### config.mk
export PLATFORM = sky130hd
export DESIGN_NAME = hall_sensor_config_threshold_regs
export DESIGN_NICKNAME = d
export VERILOG_FILES = /design/src/verilog/hall_cfg_pkg.sv /design/src/verilog/threshold_route.sv /design/src/verilog/hall_sensor_config_threshold_regs.sv
export VERILOG_INCLUDE_DIRS = /design/src /design/src/verilog
export SDC_FILE = /design/constraint.sdc
export NUM_CORES = 1
export LEC_CHECK = 0
export ABC_AREA = 1
export BUFFER_PORTS_ARGS = -buffer_cell sky130_fd_sc_hd__buf_2
export CAP_MARGIN = 0
export CORE_MARGIN = 2
export CORE_UTILIZATION = 50
export DETAILED_ROUTE_END_ITERATION = 10
export PLACE_DENSITY = 0.83
export SYNTH_ARGS = -nofsm -noshare
export SYNTH_HDL_FRONTEND = slang
export SYNTH_SLANG_ARGS = --single-unit
### constraint.sdc
create_clock -name i_clk -period 3.1 [get_ports i_clk]
set_input_delay 0.62 -clock i_clk [delete_from_list [all_inputs] [get_ports i_clk]]
set_output_delay 0.62 -clock i_clk [all_outputs]
set_load 0.02 [all_outputs]
### src/verilog/hall_cfg_map.svh
`ifndef HALL_CFG_MAP_SVH
`define HALL_CFG_MAP_SVH

// Register offsets on the host register port
`define ADDR_GENERAL_SETUP 8'h03
`define ADDR_THR_ONE 8'h04
`define ADDR_THR_TWO 8'h05
`define ADDR_THR_THREE 8'h06
`define REG_COUNT 4
`define REG_RESET 8'h00
`define READ_UNMAPPED 8'h00

// General setup field positions
`define SGS_TEMP_AVG 7
`define SGS_IRQ_POL 6
`define SGS_THR_DIR 5
`define SGS_GAIN_SEL 4
`define SGS_ANGLE_HI 3
`define SGS_ANGLE_LO 2
`define SGS_XY_RANGE 1
`define SGS_Z_RANGE 0

// Field encodings
`define TEMP_AVG_SINGLE 1'h0
`define POL_ACTIVE_LOW 1'h0
`define DIR_ABOVE 1'h0
`define GAIN_FIRST 1'h0
`define RANGE_NARROW 1'h0
`define AXIS_EN_NONE 4'h0
`define PAIR_NONE 2'h0
`define PAIR_XY 2'h1
`define PAIR_YZ 2'h2
`define PAIR_XZ 2'h3
`define THRESHOLD_FUNCTION_SELECT_OFF 2'h0
`define THRESHOLD_FUNCTION_SELECT_ANGLE 2'h1
`define THRESHOLD_FUNCTION_SELECT_FIELD 2'h2
`define THRESHOLD_FUNCTION_SELECT_MAG 2'h3
`define LEVEL_ZERO 8'h00

`endif

### src/verilog/hall_cfg_pkg.sv
`default_nettype none
package hall_cfg_pkg;
    typedef logic [7:0] reg_byte_t;
    typedef logic signed [7:0] level_t;
    typedef enum logic [1:0] {
        AXIS_NONE,
        AXIS_X,
        AXIS_Y,
        AXIS_Z
    } axis_t;
endpackage : hall_cfg_pkg
`default_nettype wire

### src/verilog/threshold_route.sv
`default_nettype none
`include "hall_cfg_map.svh"
module threshold_route import hall_cfg_pkg::*; (
    input wire logic i_clk,
    input wire logic i_rst_n,
    input wire logic [1:0] i_threshold_function_select,
    input wire logic [7:0] i_threshold_field_one,
    input wire logic [7:0] i_threshold_field_two,
    input wire logic [7:0] i_threshold_field_three,
    output logic signed [7:0] o_angle_reference_level,
    output logic signed [7:0] o_angle_band_width,
    output logic signed [7:0] o_angle_offset_level,
    output logic signed [7:0] o_x_low_level,
    output logic signed [7:0] o_y_low_level,
    output logic signed [7:0] o_z_low_level,
    output logic signed [7:0] o_magnitude_low_level,
    output logic signed [7:0] o_magnitude_high_level
);
    level_t ang_ref_next, ang_band_next, ang_off_next;
    level_t x_lo_next, y_lo_next, z_lo_next, mag_lo_next, mag_hi_next;

    // Unselected roles read as zero, except the angle offset, which the magnitude select also loads from field three
    always_comb begin
        ang_ref_next = level_t'(`LEVEL_ZERO);
        ang_band_next = level_t'(`LEVEL_ZERO);
        ang_off_next = level_t'(`LEVEL_ZERO);
        x_lo_next = level_t'(`LEVEL_ZERO);
        y_lo_next = level_t'(`LEVEL_ZERO);
        z_lo_next = level_t'(`LEVEL_ZERO);
        mag_lo_next = level_t'(`LEVEL_ZERO);
        mag_hi_next = level_t'(`LEVEL_ZERO);
        case (i_threshold_function_select)
            `THRESHOLD_FUNCTION_SELECT_ANGLE: begin
                ang_ref_next = level_t'(i_threshold_field_one);
                ang_band_next = level_t'(i_threshold_field_two);
                ang_off_next = level_t'(i_threshold_field_three);
            end
            `THRESHOLD_FUNCTION_SELECT_FIELD: begin
                x_lo_next = level_t'(i_threshold_field_one);
                y_lo_next = level_t'(i_threshold_field_two);
                z_lo_next = level_t'(i_threshold_field_three);
            end
            `THRESHOLD_FUNCTION_SELECT_MAG: begin
                mag_lo_next = level_t'(i_threshold_field_one);
                mag_hi_next = level_t'(i_threshold_field_two);
                ang_off_next = level_t'(i_threshold_field_three);
            end
            default: begin
                ang_ref_next = level_t'(`LEVEL_ZERO);
            end
        endcase
    end

    always_ff @(posedge i_clk) begin
        if (!i_rst_n) begin
            o_angle_reference_level <= level_t'(`LEVEL_ZERO);
            o_angle_band_width <= level_t'(`LEVEL_ZERO);
            o_angle_offset_level <= level_t'(`LEVEL_ZERO);
            o_x_low_level <= level_t'(`LEVEL_ZERO);
            o_y_low_level <= level_t'(`LEVEL_ZERO);
            o_z_low_level <= level_t'(`LEVEL_ZERO);
            o_magnitude_low_level <= level_t'(`LEVEL_ZERO);
            o_magnitude_high_level <= level_t'(`LEVEL_ZERO);
        end else begin
            o_angle_reference_level <= ang_ref_next;
            o_angle_band_width <= ang_band_next;
            o_angle_offset_level <= ang_off_next;
            o_x_low_level <= x_lo_next;
            o_y_low_level <= y_lo_next;
            o_z_low_level <= z_lo_next;
            o_magnitude_low_level <= mag_lo_next;
            o_magnitude_high_level <= mag_hi_next;
        end
    end
endmodule : threshold_route
`default_nettype wire

### src/verilog/hall_sensor_config_threshold_regs.sv
`default_nettype none
`include "hall_cfg_map.svh"
module hall_sensor_config_threshold_regs import hall_cfg_pkg::*; (
    input wire logic i_clk,
    input wire logic i_rst_n,
    // Register port from the serial-bus engine
    input wire logic i_wr_en,
    input wire logic i_rd_en,
    input wire logic [7:0] i_addr,
    input wire logic [7:0] i_wr_data,
    output logic [7:0] o_rd_data,
    output logic o_rd_valid,
    // Settings held elsewhere in the device
    input wire logic [3:0] i_axis_channel_enable,
    input wire logic [1:0] i_threshold_function_select,
    // Raw events from the compare logic
    input wire logic i_irq_event,
    input wire logic i_field_above_threshold,
    input wire logic i_field_below_threshold,
    // Decoded controls
    output logic o_temp_single_conversion,
    output logic o_temp_filtered,
    output logic o_interrupt_pin_n,
    output logic o_threshold_condition,
    output logic o_angle_enable,
    output axis_t o_angle_first_axis,
    output axis_t o_angle_second_axis,
    output axis_t o_gain_axis,
    output logic o_xy_wide_range,
    output logic o_z_wide_range,
    output logic signed [7:0] o_angle_reference_level,
    output logic signed [7:0] o_angle_band_width,
    output logic signed [7:0] o_angle_offset_level,
    output logic signed [7:0] o_x_low_level,
    output logic signed [7:0] o_y_low_level,
    output logic signed [7:0] o_z_low_level,
    output logic signed [7:0] o_magnitude_low_level,
    output logic signed [7:0] o_magnitude_high_level
);
    localparam reg_byte_t REG_ADDR [`REG_COUNT] = '{
        `ADDR_GENERAL_SETUP, `ADDR_THR_ONE, `ADDR_THR_TWO, `ADDR_THR_THREE
    };

    reg_byte_t bank_reg [`REG_COUNT];
    reg_byte_t bank_next [`REG_COUNT];
    logic [`REG_COUNT-1:0] hit;

    // Register storage, one entry per mapped offset
    genvar gi;
    generate
        for (gi = 0; gi < `REG_COUNT; gi++) begin : g_bank
            assign hit[gi] = (i_addr == REG_ADDR[gi]);
            always_comb begin
                bank_next[gi] = bank_reg[gi];
                if (i_wr_en && hit[gi]) begin
                    bank_next[gi] = i_wr_data;
                end
            end
            always_ff @(posedge i_clk) begin
                if (!i_rst_n) begin
                    bank_reg[gi] <= `REG_RESET;
                end else begin
                    bank_reg[gi] <= bank_next[gi];
                end
            end
        end
    endgenerate

    // Read path: one cycle latency, unmapped offsets return zero
    reg_byte_t rd_data_reg, rd_data_next;
    logic rd_valid_reg, rd_valid_next;

    always_comb begin
        rd_data_next = rd_data_reg;
        rd_valid_next = i_rd_en;
        if (i_rd_en) begin
            rd_data_next = `READ_UNMAPPED;
            for (int k = 0; k < `REG_COUNT; k++) begin
                if (hit[k]) begin
                    rd_data_next = bank_reg[k];
                end
            end
        end
    end

    always_ff @(posedge i_clk) begin
        if (!i_rst_n) begin
            rd_data_reg <= `REG_RESET;
            rd_valid_reg <= 1'b0;
        end else begin
            rd_data_reg <= rd_data_next;
            rd_valid_reg <= rd_valid_next;
        end
    end

    assign o_rd_data = rd_data_reg;
    assign o_rd_valid = rd_valid_reg;

    // Decoded controls from the general setup register
    reg_byte_t setup;
    logic [1:0] pair;
    assign setup = bank_reg[0];
    assign pair = setup[`SGS_ANGLE_HI:`SGS_ANGLE_LO];

    logic temp_single_reg, temp_single_next;
    logic temp_filt_reg, temp_filt_next;
    logic pin_reg, pin_next;
    logic thr_cond_reg, thr_cond_next;
    logic angle_en_reg, angle_en_next;
    axis_t first_reg, first_next;
    axis_t second_reg, second_next;
    axis_t gain_reg, gain_next;
    logic xy_wide_reg, xy_wide_next;
    logic z_wide_reg, z_wide_next;

    always_comb begin
        temp_single_next = (setup[`SGS_TEMP_AVG] == `TEMP_AVG_SINGLE)
            && (i_axis_channel_enable != `AXIS_EN_NONE);
        temp_filt_next = (setup[`SGS_TEMP_AVG] != `TEMP_AVG_SINGLE);

        if (setup[`SGS_IRQ_POL] == `POL_ACTIVE_LOW) begin
            pin_next = ~i_irq_event;
        end else begin
            pin_next = i_irq_event;
        end

        // No compare can fire while thresholds are switched off
        if (i_threshold_function_select == `THRESHOLD_FUNCTION_SELECT_OFF) begin
            thr_cond_next = 1'b0;
        end else if (setup[`SGS_THR_DIR] == `DIR_ABOVE) begin
            thr_cond_next = i_field_above_threshold;
        end else begin
            thr_cond_next = i_field_below_threshold;
        end

        case (pair)
            `PAIR_XY: begin
                first_next = AXIS_X;
                second_next = AXIS_Y;
            end
            `PAIR_YZ: begin
                first_next = AXIS_Y;
                second_next = AXIS_Z;
            end
            `PAIR_XZ: begin
                first_next = AXIS_X;
                second_next = AXIS_Z;
            end
            default: begin
                first_next = AXIS_NONE;
                second_next = AXIS_NONE;
            end
        endcase
        angle_en_next = (pair != `PAIR_NONE);

        gain_next = (setup[`SGS_GAIN_SEL] == `GAIN_FIRST) ? first_next : second_next;

        xy_wide_next = (setup[`SGS_XY_RANGE] != `RANGE_NARROW);
        z_wide_next = (setup[`SGS_Z_RANGE] != `RANGE_NARROW);
    end

    // Reset values match an all-zero setup byte with no event pending and no axis channel enabled
    always_ff @(posedge i_clk) begin
        if (!i_rst_n) begin
            temp_single_reg <= 1'b0;
            temp_filt_reg <= 1'b0;
            pin_reg <= 1'b1;
            thr_cond_reg <= 1'b0;
            angle_en_reg <= 1'b0;
            first_reg <= AXIS_NONE;
            second_reg <= AXIS_NONE;
            gain_reg <= AXIS_NONE;
            xy_wide_reg <= 1'b0;
            z_wide_reg <= 1'b0;
        end else begin
            temp_single_reg <= temp_single_next;
            temp_filt_reg <= temp_filt_next;
            pin_reg <= pin_next;
            thr_cond_reg <= thr_cond_next;
            angle_en_reg <= angle_en_next;
            first_reg <= first_next;
            second_reg <= second_next;
            gain_reg <= gain_next;
            xy_wide_reg <= xy_wide_next;
            z_wide_reg <= z_wide_next;
        end
    end

    assign o_temp_single_conversion = temp_single_reg;
    assign o_temp_filtered = temp_filt_reg;
    assign o_interrupt_pin_n = pin_reg;
    assign o_threshold_condition = thr_cond_reg;
    assign o_angle_enable = angle_en_reg;
    assign o_angle_first_axis = first_reg;
    assign o_angle_second_axis = second_reg;
    assign o_gain_axis = gain_reg;
    assign o_xy_wide_range = xy_wide_reg;
    assign o_z_wide_range = z_wide_reg;

    // Field bytes are reinterpreted as signed levels by role
    threshold_route u_threshold_route (
        .i_clk(i_clk),
        .i_rst_n(i_rst_n),
        .i_threshold_function_select(i_threshold_function_select),
        .i_threshold_field_one(bank_reg[1]),
        .i_threshold_field_two(bank_reg[2]),
        .i_threshold_field_three(bank_reg[3]),
        .o_angle_reference_level(o_angle_reference_level),
        .o_angle_band_width(o_angle_band_width),
        .o_angle_offset_level(o_angle_offset_level),
        .o_x_low_level(o_x_low_level),
        .o_y_low_level(o_y_low_level),
        .o_z_low_level(o_z_low_level),
        .o_magnitude_low_level(o_magnitude_low_level),
        .o_magnitude_high_level(o_magnitude_high_level)
    );
endmodule : hall_sensor_config_threshold_regs
`default_nettype wire

* Word level (Yosys, flattened, before mapping)
Memories as Yosys holds them, arrays and structs flattened.
Cells that the tools add are included.
** Word-level totals
- Flip-flop bits (word level) :: 86
- Memory bits (writable) :: 32
- Input bits :: 29
- Output and inout port bits :: 86
- Word-level logic and storage cells :: 73
- Memories kept :: 1
** Cells by class
- Equal/unequal tests :: 10
- Muxes and demuxes :: 19
- Bitwise gates (word level) :: 7
- Reduce and logical (&&, ||, !) cells :: 16
** Memory list
- bank_reg :: words 4, width 8, read ports 4, clocked after memory_dff 0, wr ports 4, RTL line hall_sensor_config_threshold_regs.sv:44 : reg_byte_t bank_reg [`REG_COUNT];
** Operator list (number)
- 8-bit 2-to-1 mux :: 12
- 8-bit by 3-bit == test with 1-bit output (second input constant) :: 3
- 2-bit == test (second input constant) :: 4
- 8-bit by 2-bit == test with 1-bit output (second input constant) :: 1
- 2-bit one-hot mux with 2 select lines :: 2
- 2-bit AND reduction :: 4
- 2-bit OR reduction :: 4
- 1-bit logical AND :: 5
- 2-bit by 1-bit == test with 1-bit output (second input constant) :: 2
- 1-bit 2-to-1 mux :: 4
- 1-bit OR :: 4
- 4-bit nonzero test :: 1
- 1-bit inverter :: 3
- 2-bit zero test :: 1
- 2-bit 2-to-1 mux :: 1
- 2-bit nonzero test :: 1

* Logic depth before layout (Yosys ltp)
Gate-level depths: netlist of the first run.
- Depth in word-level cells :: 5
- Mapped depth :: 8
- Mapped depth without buffers :: 8

* Hierarchy
From an unflattened synthesis of the first run, not the netlist that was laid out.
** Unflattened totals
- Cells, all modules :: 466
- Area, all modules :: 3996.3 um2
** By module, submodules not included
- hall_sensor_config_threshold_regs :: times used 1, cells each 304, area an instance 2338.5 um2, sequential area each 1081.0 um2
- threshold_route :: times used 1, cells each 162, area an instance 1657.8 um2, sequential area each 1281.2 um2

* Worst setup path before layout of the first run
OpenSTA, ideal clock, no wires.
- Kind :: input port to flip-flop
- From :: input i_addr[7]
- To :: memory bank_reg[0][5] (netlist name)
- Library setup time :: 0.119 ns
- Data arrival time :: 1.508 ns
- Data required time :: 2.981 ns
- Path slack :: 1.473 ns
- Cell stages on the path :: 7
- Path buffers :: 1
- Path through :: nor2_1 > nand2_2 > nor2_4 > nand2_2 > buf_6 > o21ai_0 > a21oi_1
** RTL lines
- from (decl) :: RTL line hall_sensor_config_threshold_regs.sv:9 : input wire logic [7:0] i_addr,
- to (decl) :: RTL line hall_sensor_config_threshold_regs.sv:44

* Worst setup path in the final report of the first run
- From :: register rd_data_reg[7], in the netlist o_rd_data[7]
- To :: output o_rd_data[7]
** RTL lines
- from (decl) :: RTL line hall_sensor_config_threshold_regs.sv:70 : reg_byte_t rd_data_reg, rd_data_next;
- from (signal assigned) :: RTL line hall_sensor_config_threshold_regs.sv:88 : rd_data_reg <= `REG_RESET;
- from (signal assigned) :: RTL line hall_sensor_config_threshold_regs.sv:91 : rd_data_reg <= rd_data_next;
- to (decl) :: RTL line hall_sensor_config_threshold_regs.sv:11 : output logic [7:0] o_rd_data,
No word-level cell between the ends.

==> summary.txt, run 1 <==
Flow run
  • Max capacitance violation total: 0

Final layout
  • Number of antenna diodes: 0
  • Flip-flop count of the largest register after layout: 32
  • Growth of design area from synthesis to finish: 29.60%
  • Share of cells above drive strength 1: 28.82%
  • Fill count: 641
  • Layout Nets: 599

Synthesis
  • Post-synthesis instance area: 3956 um2
  • EDFF count, synth: 0
  • Commonest register cell after synthesis: sky130_fd_sc_hd__dfxtp_1
  • Avg Cell Area, Syn: 8.734 um2
  • Flop and latch count out of synthesis: 117
  • Fraction of the yosys area taken by sequential cells: 59.20%
  • Net count of the mapped netlist: 482
  • Async set or reset register ratio after synthesis: 0%
  • Synthesized instance count: 453
  • Yosys warnings: 0
  • Unique cell type count in the Yosys netlist: 25

Critical path
  • Crit path DAT: 1.01 ns
  • Cell-by-cell listing of the critical path: buf_2
  • Cell with the largest stage delay on the worst path: sky130_fd_sc_hd__dfxtp_1
  • Delay of the slowest cell on the worst path: 0.33 ns
  • WP data required: 2.48 ns
  • Crit-path leading delay family: flip-flops
  • Register-to-Register Path Depth: 6
  • Category of the worst setup path capture point: output pin
  • Critical path startpoint category: register
  • CP Depth: 1
  • Maximum fanout along the worst path: 2
  • Buf+Inv Stages, Crit Path: 1
  • Classification of the worst setup path: register to output pin

Floorplanning
  • Starting density of the core: roughly half
  • Die Area: 8640 um2
  • Number of top-level pins: 115
  • # rows: 32
  • Die width: a little over 90 um
  • Floorplan die height: 92.95 um
  • Floorplan core area: just under 8000 um2

Routing
  • Average wire length per cell after detail routing: approximately 14 um
  • Final antenna-violating net count: 0
  • Detailed Route WL: approximately 9.4 mm
  • First-iteration detailed-routing DRC count: 151
  • Vias per cell: 4.866
  • Number of vias in the routed layout: between 3k and 4k
  • Final routed DRC violation total: 0
  • TritonRoute pass-1 iters: 4

Power and ir drop
  • Portion of total power attributed to combinational logic: 3.1%
  • Switching pwr: 748.0 uW
  • Proportion of power drawn by the clock network: a little over half
  • Standby leakage power: 0.002538 uW
  • Power Internal: 2721 uW
  • Fraction of power spent switching nets: a little over a fifth
  • Worst ir drop on vdd: 0.4653 mV
  • Total power divided by cell area: between 600 and 700 nW/um2
  • Sequential fraction of design power: 43.5%

Placed design
  • HPWL reported at the end of detailed placement: 6.786 mm
  • GP Congestion: 0.8721
  • Input/output buffers: 114

Global routing
  • Remaining global-route overflow: 0
  • Total global-route track usage: between 20% and 30%
  • Met1 track demand over resource: 26.41%
  • First-pass GRT wire length: 15.00 mm
  • Antenna violations before repair: 0
  • Highest-utilization routing layer at the global route stage: met2
  • Pin count of the biggest net entering global routing: 41
  • Met3 Use GR: 7.079%
  • Via count of the first global-routing pass: 3158
  • Met2 layer usage reported by global route: between 30% and 40%

Timing
  • Final TNS setup: 0 ns
  • Total setup violations reported at the end of the flow: 0
  • RSZ-0062 raised after global routing: no
  • Period minus WS final: 1.627 ns
  • Highest clock rate: 0.6146 GHz
  • Number of pins exceeding their max-slew limit in the final report: 0
  • Slew at the pin closest to its max-slew limit: 0.8655 ns
  • Period utilization: between 50% and 60%
  • Max transition margin: between 40% and 50%
  • Final hold violations: 0
  • Max Clock Skew: 0.007167 ns
  • Worst Hold Margin: 0.3122 ns

Hold path
  • Cell depth of the worst hold path: 2
  • Hold/Removal Path Class: input port to register

Clock tree
  • Clock Tree Buf Depth: 2
  • Number of gates resized after CTS: 0
  • Post-CTS setup repair buffer count: 0
  • Num CTS Buffers: 17
  • Clock root buffer master: sky130_fd_sc_hd__clkbuf_8
  • Number of sinks on the clock net: 117
  • Clock input transition at the sequential cells of the worst setup and hold paths: around 0.06 ns
  • CTS H-tree depth: 4
  • Clock tree from TritonCTS: done
  • Number of hold buffers added after cts: 0
  • Worst-skew pair later-pin latency: around 0.50 ns

Outcome
  • Result of the run: completed
kinds of logic (layout without fill, tap and decap cells):
logic type             Yosys count  in the layout  share of synthesized area [%]
AO/OA/AOI/OAI                   92             92                          12.65
buffers and inverters           74            204                          8.254
AND/OR/NAND/NOR                170            170                          19.89
flip-flops                     117            117                          59.20
cell usage after synthesis, types with 4 or more instances:
cell                       count  area share, %
sky130_fd_sc_hd__clkbuf_1     11            1.0
sky130_fd_sc_hd__nor2_1       69            6.5
sky130_fd_sc_hd__nor2_8        4            2.0
sky130_fd_sc_hd__nand2_1      66            6.3
sky130_fd_sc_hd__nand2_2       4           0.63
sky130_fd_sc_hd__a21oi_1      46            5.8
sky130_fd_sc_hd__nand3_1      18            2.3
sky130_fd_sc_hd__o21ai_0      28            3.5
sky130_fd_sc_hd__o21ai_1       4           0.51
sky130_fd_sc_hd__dfxtp_1     117             59
sky130_fd_sc_hd__inv_1        55            5.2
sky130_fd_sc_hd__o21bai_1      8            1.5
routing by layer:
layer	vias to the layer above	part of all wire (%)
met3	15	6.8
met5	-	0
met4	0	1.6
li1	1655	-
met1	1549	42
met2	114	50
power groups by stage:
stage / registers (uW) / logic, uW / clock network (uW)
4_1_cts: 1510 / 106 / 1870
3_5_place_dp: 1540 / 105 / 0
3_3_place_gp: 1540 / 102 / 0
6_report: 1510 / 108 / 1850
5_1_grt: 1510 / 116 / 1940
2_1_floorplan: 1550 / 56.9 / 0
area by class of cell:
| type | count | area (um2) | area share [%] |
|---|---|---|---|
| clock buffer | 20 | 445.4 | 8.687 |
| clock inverter | 12 | 130.1 | 2.538 |
| inverter | 57 | 216.5 | 4.222 |
| multi-input combinational | 262 | 1287 | 25.11 |
| sequential | 117 | 2342 | 45.68 |
| tap | 102 | 127.6 | 2.489 |
| timing repair buffer | 115 | 578.1 | 11.27 |
worst reg2reg max path: stages, from the launching register on:
cell and delay, ns:
sky130_fd_sc_hd__dfxtp_1 0.29, sky130_fd_sc_hd__inv_1 0.12, sky130_fd_sc_hd__a21oi_1 0.08, sky130_fd_sc_hd__nand2_1 0.07, sky130_fd_sc_hd__nand2_1 0.06, sky130_fd_sc_hd__o21bai_1 0.15, sky130_fd_sc_hd__a21oi_1 0.08
worst paths after layout:
kind / startpoint / endpoint / slack [ns]
worst min-delay path: i_irq_event / o_interrupt_pin_n$_SDFF_PN1_ / 0.31
worst max-delay path: o_rd_data[7]$_SDFFE_PN0P_ / o_rd_data[7] / 1.47
worst min register to register: bank_reg[0][0]$_SDFFE_PN0P_ / o_z_wide_range$_SDFF_PN0_ / 0.45
worst max register to register: bank_reg[0][4]$_SDFFE_PN0P_ / o_rd_data[4]$_SDFFE_PN0P_ / 2.10
metrics by stage:
step / instances / area (um2) / setup slack, ns / utilization (%) / total power, uW
after detailed placement: 653 / 4552 / 1.199 / 59.21 / 1647
after global placement: 653 / 4552 / 1.313 / 59.21 / 1645
after CTS: 685 / 5127 / 1.451 / 66.70 / 3482
after floorplan: 453 / 3956 / 1.473 / - / 1604
after global routing: 685 / 5127 / 1.434 / 66.70 / 3566
final: 685 / 5127 / 1.473 / 66.70 / 3469
cell usage in the layout (no fill, tap or decap):
master | synthesis | routed
sky130_fd_sc_hd__nand2_2 | 4 | 4
sky130_fd_sc_hd__o21ai_1 | 4 | 4
sky130_fd_sc_hd__clkinv_2 | 0 | 3
sky130_fd_sc_hd__o21ai_0 | 28 | 28
sky130_fd_sc_hd__o22ai_1 | 1 | 1
sky130_fd_sc_hd__buf_2 | 0 | 114
sky130_fd_sc_hd__clkinvlp_4 | 0 | 5
sky130_fd_sc_hd__o21bai_1 | 8 | 8
sky130_fd_sc_hd__clkbuf_16 | 0 | 16
sky130_fd_sc_hd__clkbuf_8 | 0 | 3
sky130_fd_sc_hd__nand2_1 | 66 | 66
sky130_fd_sc_hd__nor2_2 | 1 | 1
sky130_fd_sc_hd__nor3_1 | 1 | 1
sky130_fd_sc_hd__nand2_4 | 3 | 3
sky130_fd_sc_hd__clkinv_4 | 0 | 2
sky130_fd_sc_hd__a21oi_2 | 3 | 3
sky130_fd_sc_hd__nand3_1 | 18 | 18
sky130_fd_sc_hd__nor2_1 | 69 | 69
sky130_fd_sc_hd__inv_4 | 1 | 1
sky130_fd_sc_hd__bufinv_16 | 0 | 2
sky130_fd_sc_hd__nor2_8 | 4 | 4
sky130_fd_sc_hd__dfxtp_1 | 117 | 117
sky130_fd_sc_hd__clkbuf_1 | 11 | 1
sky130_fd_sc_hd__o21ai_2 | 2 | 2
sky130_fd_sc_hd__inv_1 | 55 | 55
sky130_fd_sc_hd__nor4_1 | 1 | 1
sky130_fd_sc_hd__a21oi_1 | 46 | 46
sky130_fd_sc_hd__inv_2 | 1 | 1
sky130_fd_sc_hd__nor2_4 | 3 | 3
sky130_fd_sc_hd__buf_4 | 2 | 1
Note: power is estimated with default switching activity, not from simulation.
==> run 2, diff against run 1 <==
==> constraint.sdc (replaced) <==
create_clock -name i_clk -period 1.6 [get_ports i_clk]
set_input_delay 0.32 -clock i_clk [delete_from_list [all_inputs] [get_ports i_clk]]
set_output_delay 0.32 -clock i_clk [all_outputs]
set_load 0.02 [all_outputs]
==> summary.txt, run 2 (synthesis results as in run 1) <==
Outcome
  • Result of the run: completed

Clock tree
  • Clock Tree Buf Depth: 2
  • CTS H-tree depth: 4
  • Clock input transition at the sequential cells of the worst setup and hold paths: 0.05 ns
  • Number of gates resized after CTS: 0
  • Num CTS Buffers: 17
  • Clock tree from TritonCTS: done
  • Post-CTS setup repair buffer count: 0
  • Clock root buffer master: sky130_fd_sc_hd__clkbuf_8
  • Number of sinks on the clock net: 117
  • Worst-skew pair later-pin latency: a little over 0.5 ns

Routing
  • Vias per cell: 4.815
  • Final antenna-violating net count: 0
  • First-iteration detailed-routing DRC count: 181
  • TritonRoute pass-1 iters: 5
  • Final routed DRC violation total: 0
  • Detailed Route WL: just under 10 mm
  • Number of vias in the routed layout: 3356
  • Average wire length per cell after detail routing: 13.85 um

Timing
  • Max transition margin: 73.25%
  • Max Clock Skew: 0.01343 ns
  • Period minus WS final: 1.344 ns
  • Period utilization: 84.01%
  • Slew at the pin closest to its max-slew limit: 0.4008 ns
  • Final hold violations: 0
  • Number of pins exceeding their max-slew limit in the final report: 0
  • Final TNS setup: 0 ns
  • Total setup violations reported at the end of the flow: 0
  • Final setup slack of the worst path: 0.2558 ns
  • Highest clock rate: about 0.74 GHz
  • RSZ-0062 raised after global routing: no

Floorplanning
  • Floorplan die height: 92.95 um
  • Starting density of the core: 51.46%
  • Floorplan core area: 7687 um2
  • # rows: 32
  • Number of top-level pins: 115
  • Die Area: 8640 um2
  • Die width: 92.95 um

Placed design
  • HPWL reported at the end of detailed placement: 6.898 mm
  • Place WS: about 0.095 ns
  • Input/output buffers: 114
  • GP Congestion: 0.9058

Hold path
  • Hold/Removal Path Class: input port to register

Critical path
  • Delay of the slowest cell on the worst path: 0.35 ns
  • Classification of the worst setup path: register to output pin
  • Critical path startpoint category: register
  • Buf+Inv Stages, Crit Path: 1
  • Cell-by-cell listing of the critical path: buf_2
  • Crit path DAT: between 1 and 1.5 ns
  • Category of the worst setup path capture point: output pin
  • Crit-path leading delay family: flip-flops
  • WP data required: about 1.3 ns
  • Cell with the largest stage delay on the worst path: sky130_fd_sc_hd__dfxtp_1
  • Maximum fanout along the worst path: 2

Final layout
  • Fill count: 638
  • Growth of design area from synthesis to finish: 32.19%
  • Multi-input gate area in the final layout: ~1300 um2
  • Flip-flop count of the largest register after layout: 32
  • Most common library cell in the layout ignoring fill and taps: sky130_fd_sc_hd__dfxtp_1
  • Layout Nets: 611
  • Number of antenna diodes: 0
  • Sequential cell area: 2342 um2
  • Share of cells above drive strength 1: around 30%
  • Core occupancy in the finished layout: 68.03%
  • Most frequent cells in the layout: sky130_fd_sc_hd__dfxtp_1, sky130_fd_sc_hd__buf_2, sky130_fd_sc_hd__nor2_1

Global routing
  • Total global-route track usage: a little under a quarter
  • Antenna violations before repair: 0
  • First-pass GRT wire length: 15.29 mm
  • Remaining global-route overflow: 0
  • Via count of the first global-routing pass: 3228
  • Pin count of the biggest net entering global routing: 18

Power and ir drop
  • Total power divided by cell area: 1297 nW/um2
  • Worst ir drop on vdd: 1.032 mV
  • Standby leakage power: roughly 0.0026 uW

Flow run
  • Max capacitance violation total: 0
## run 2: layout make-up
class	count	area share [%]
Multi-Input combinational cell	262	24.62
Inverter	57	4.139
Sequential cell	117	44.78
Clock inverter	10	2.488
Timing Repair Buffer	127	13.06
Tap cell	102	2.440
Clock buffer	22	8.469
## run 2: metal layers
layer  GRT usage [%]  part of all wire [%]  vias to the layer above
li1                -                     -                     1686
met4           11.15                   1.7                        0
met2           40.10                    49                      137
met5               0                     0                        -
met1           27.36                    41                     1519
met3           5.940                   7.7                       14
## run 2: stage by stage
| step | hold WS [ns] | total power [uW] | area (um2) | instances |
|---|---|---|---|---|
| floorplan | 0.4071 | 3108 | 3956 | 453 |
| global placement | 0.4205 | 3204 | 4647 | 664 |
| detailed placement | 0.4181 | 3206 | 4647 | 664 |
| CTS | 0.05049 | 6815 | 5230 | 697 |
| global route | 0.07135 | 6964 | 5230 | 697 |
| finish | 0.06558 | 6784 | 5230 | 697 |
## run 2: power by group
part	internal, uW	switching, uW	total (uW)	leakage, uW
Combinational	76.6	148	225	0.00139
Sequential	2930	2.71	2930	0.000943
Clock	2390	1240	3630	0.000279
Total	5400	1390	6780	0.00261
## run 2: repair_timing
item                                    in CTS  in global routing
endpoints found under the hold margin        1                  0
endpoints found under the setup margin       0                  0
hold buffers                                 1                  0
## run 2: path summary, 6_finish.rpt
path                               startpoint                          endpoint  slack [ns]  cells past startpoint
hold reg to reg   bank_reg[0][1]$_SDFFE_PN0P_        o_xy_wide_range$_SDFF_PN0_        0.42                      2
hold / removal        i_field_above_threshold  o_threshold_condition$_SDFF_PP0_        0.07                      3
setup reg to reg  bank_reg[0][7]$_SDFFE_PN0P_         o_rd_data[7]$_SDFFE_PN0P_        0.56                      6
setup / recovery    o_rd_data[3]$_SDFFE_PN0P_                      o_rd_data[3]        0.26                      1
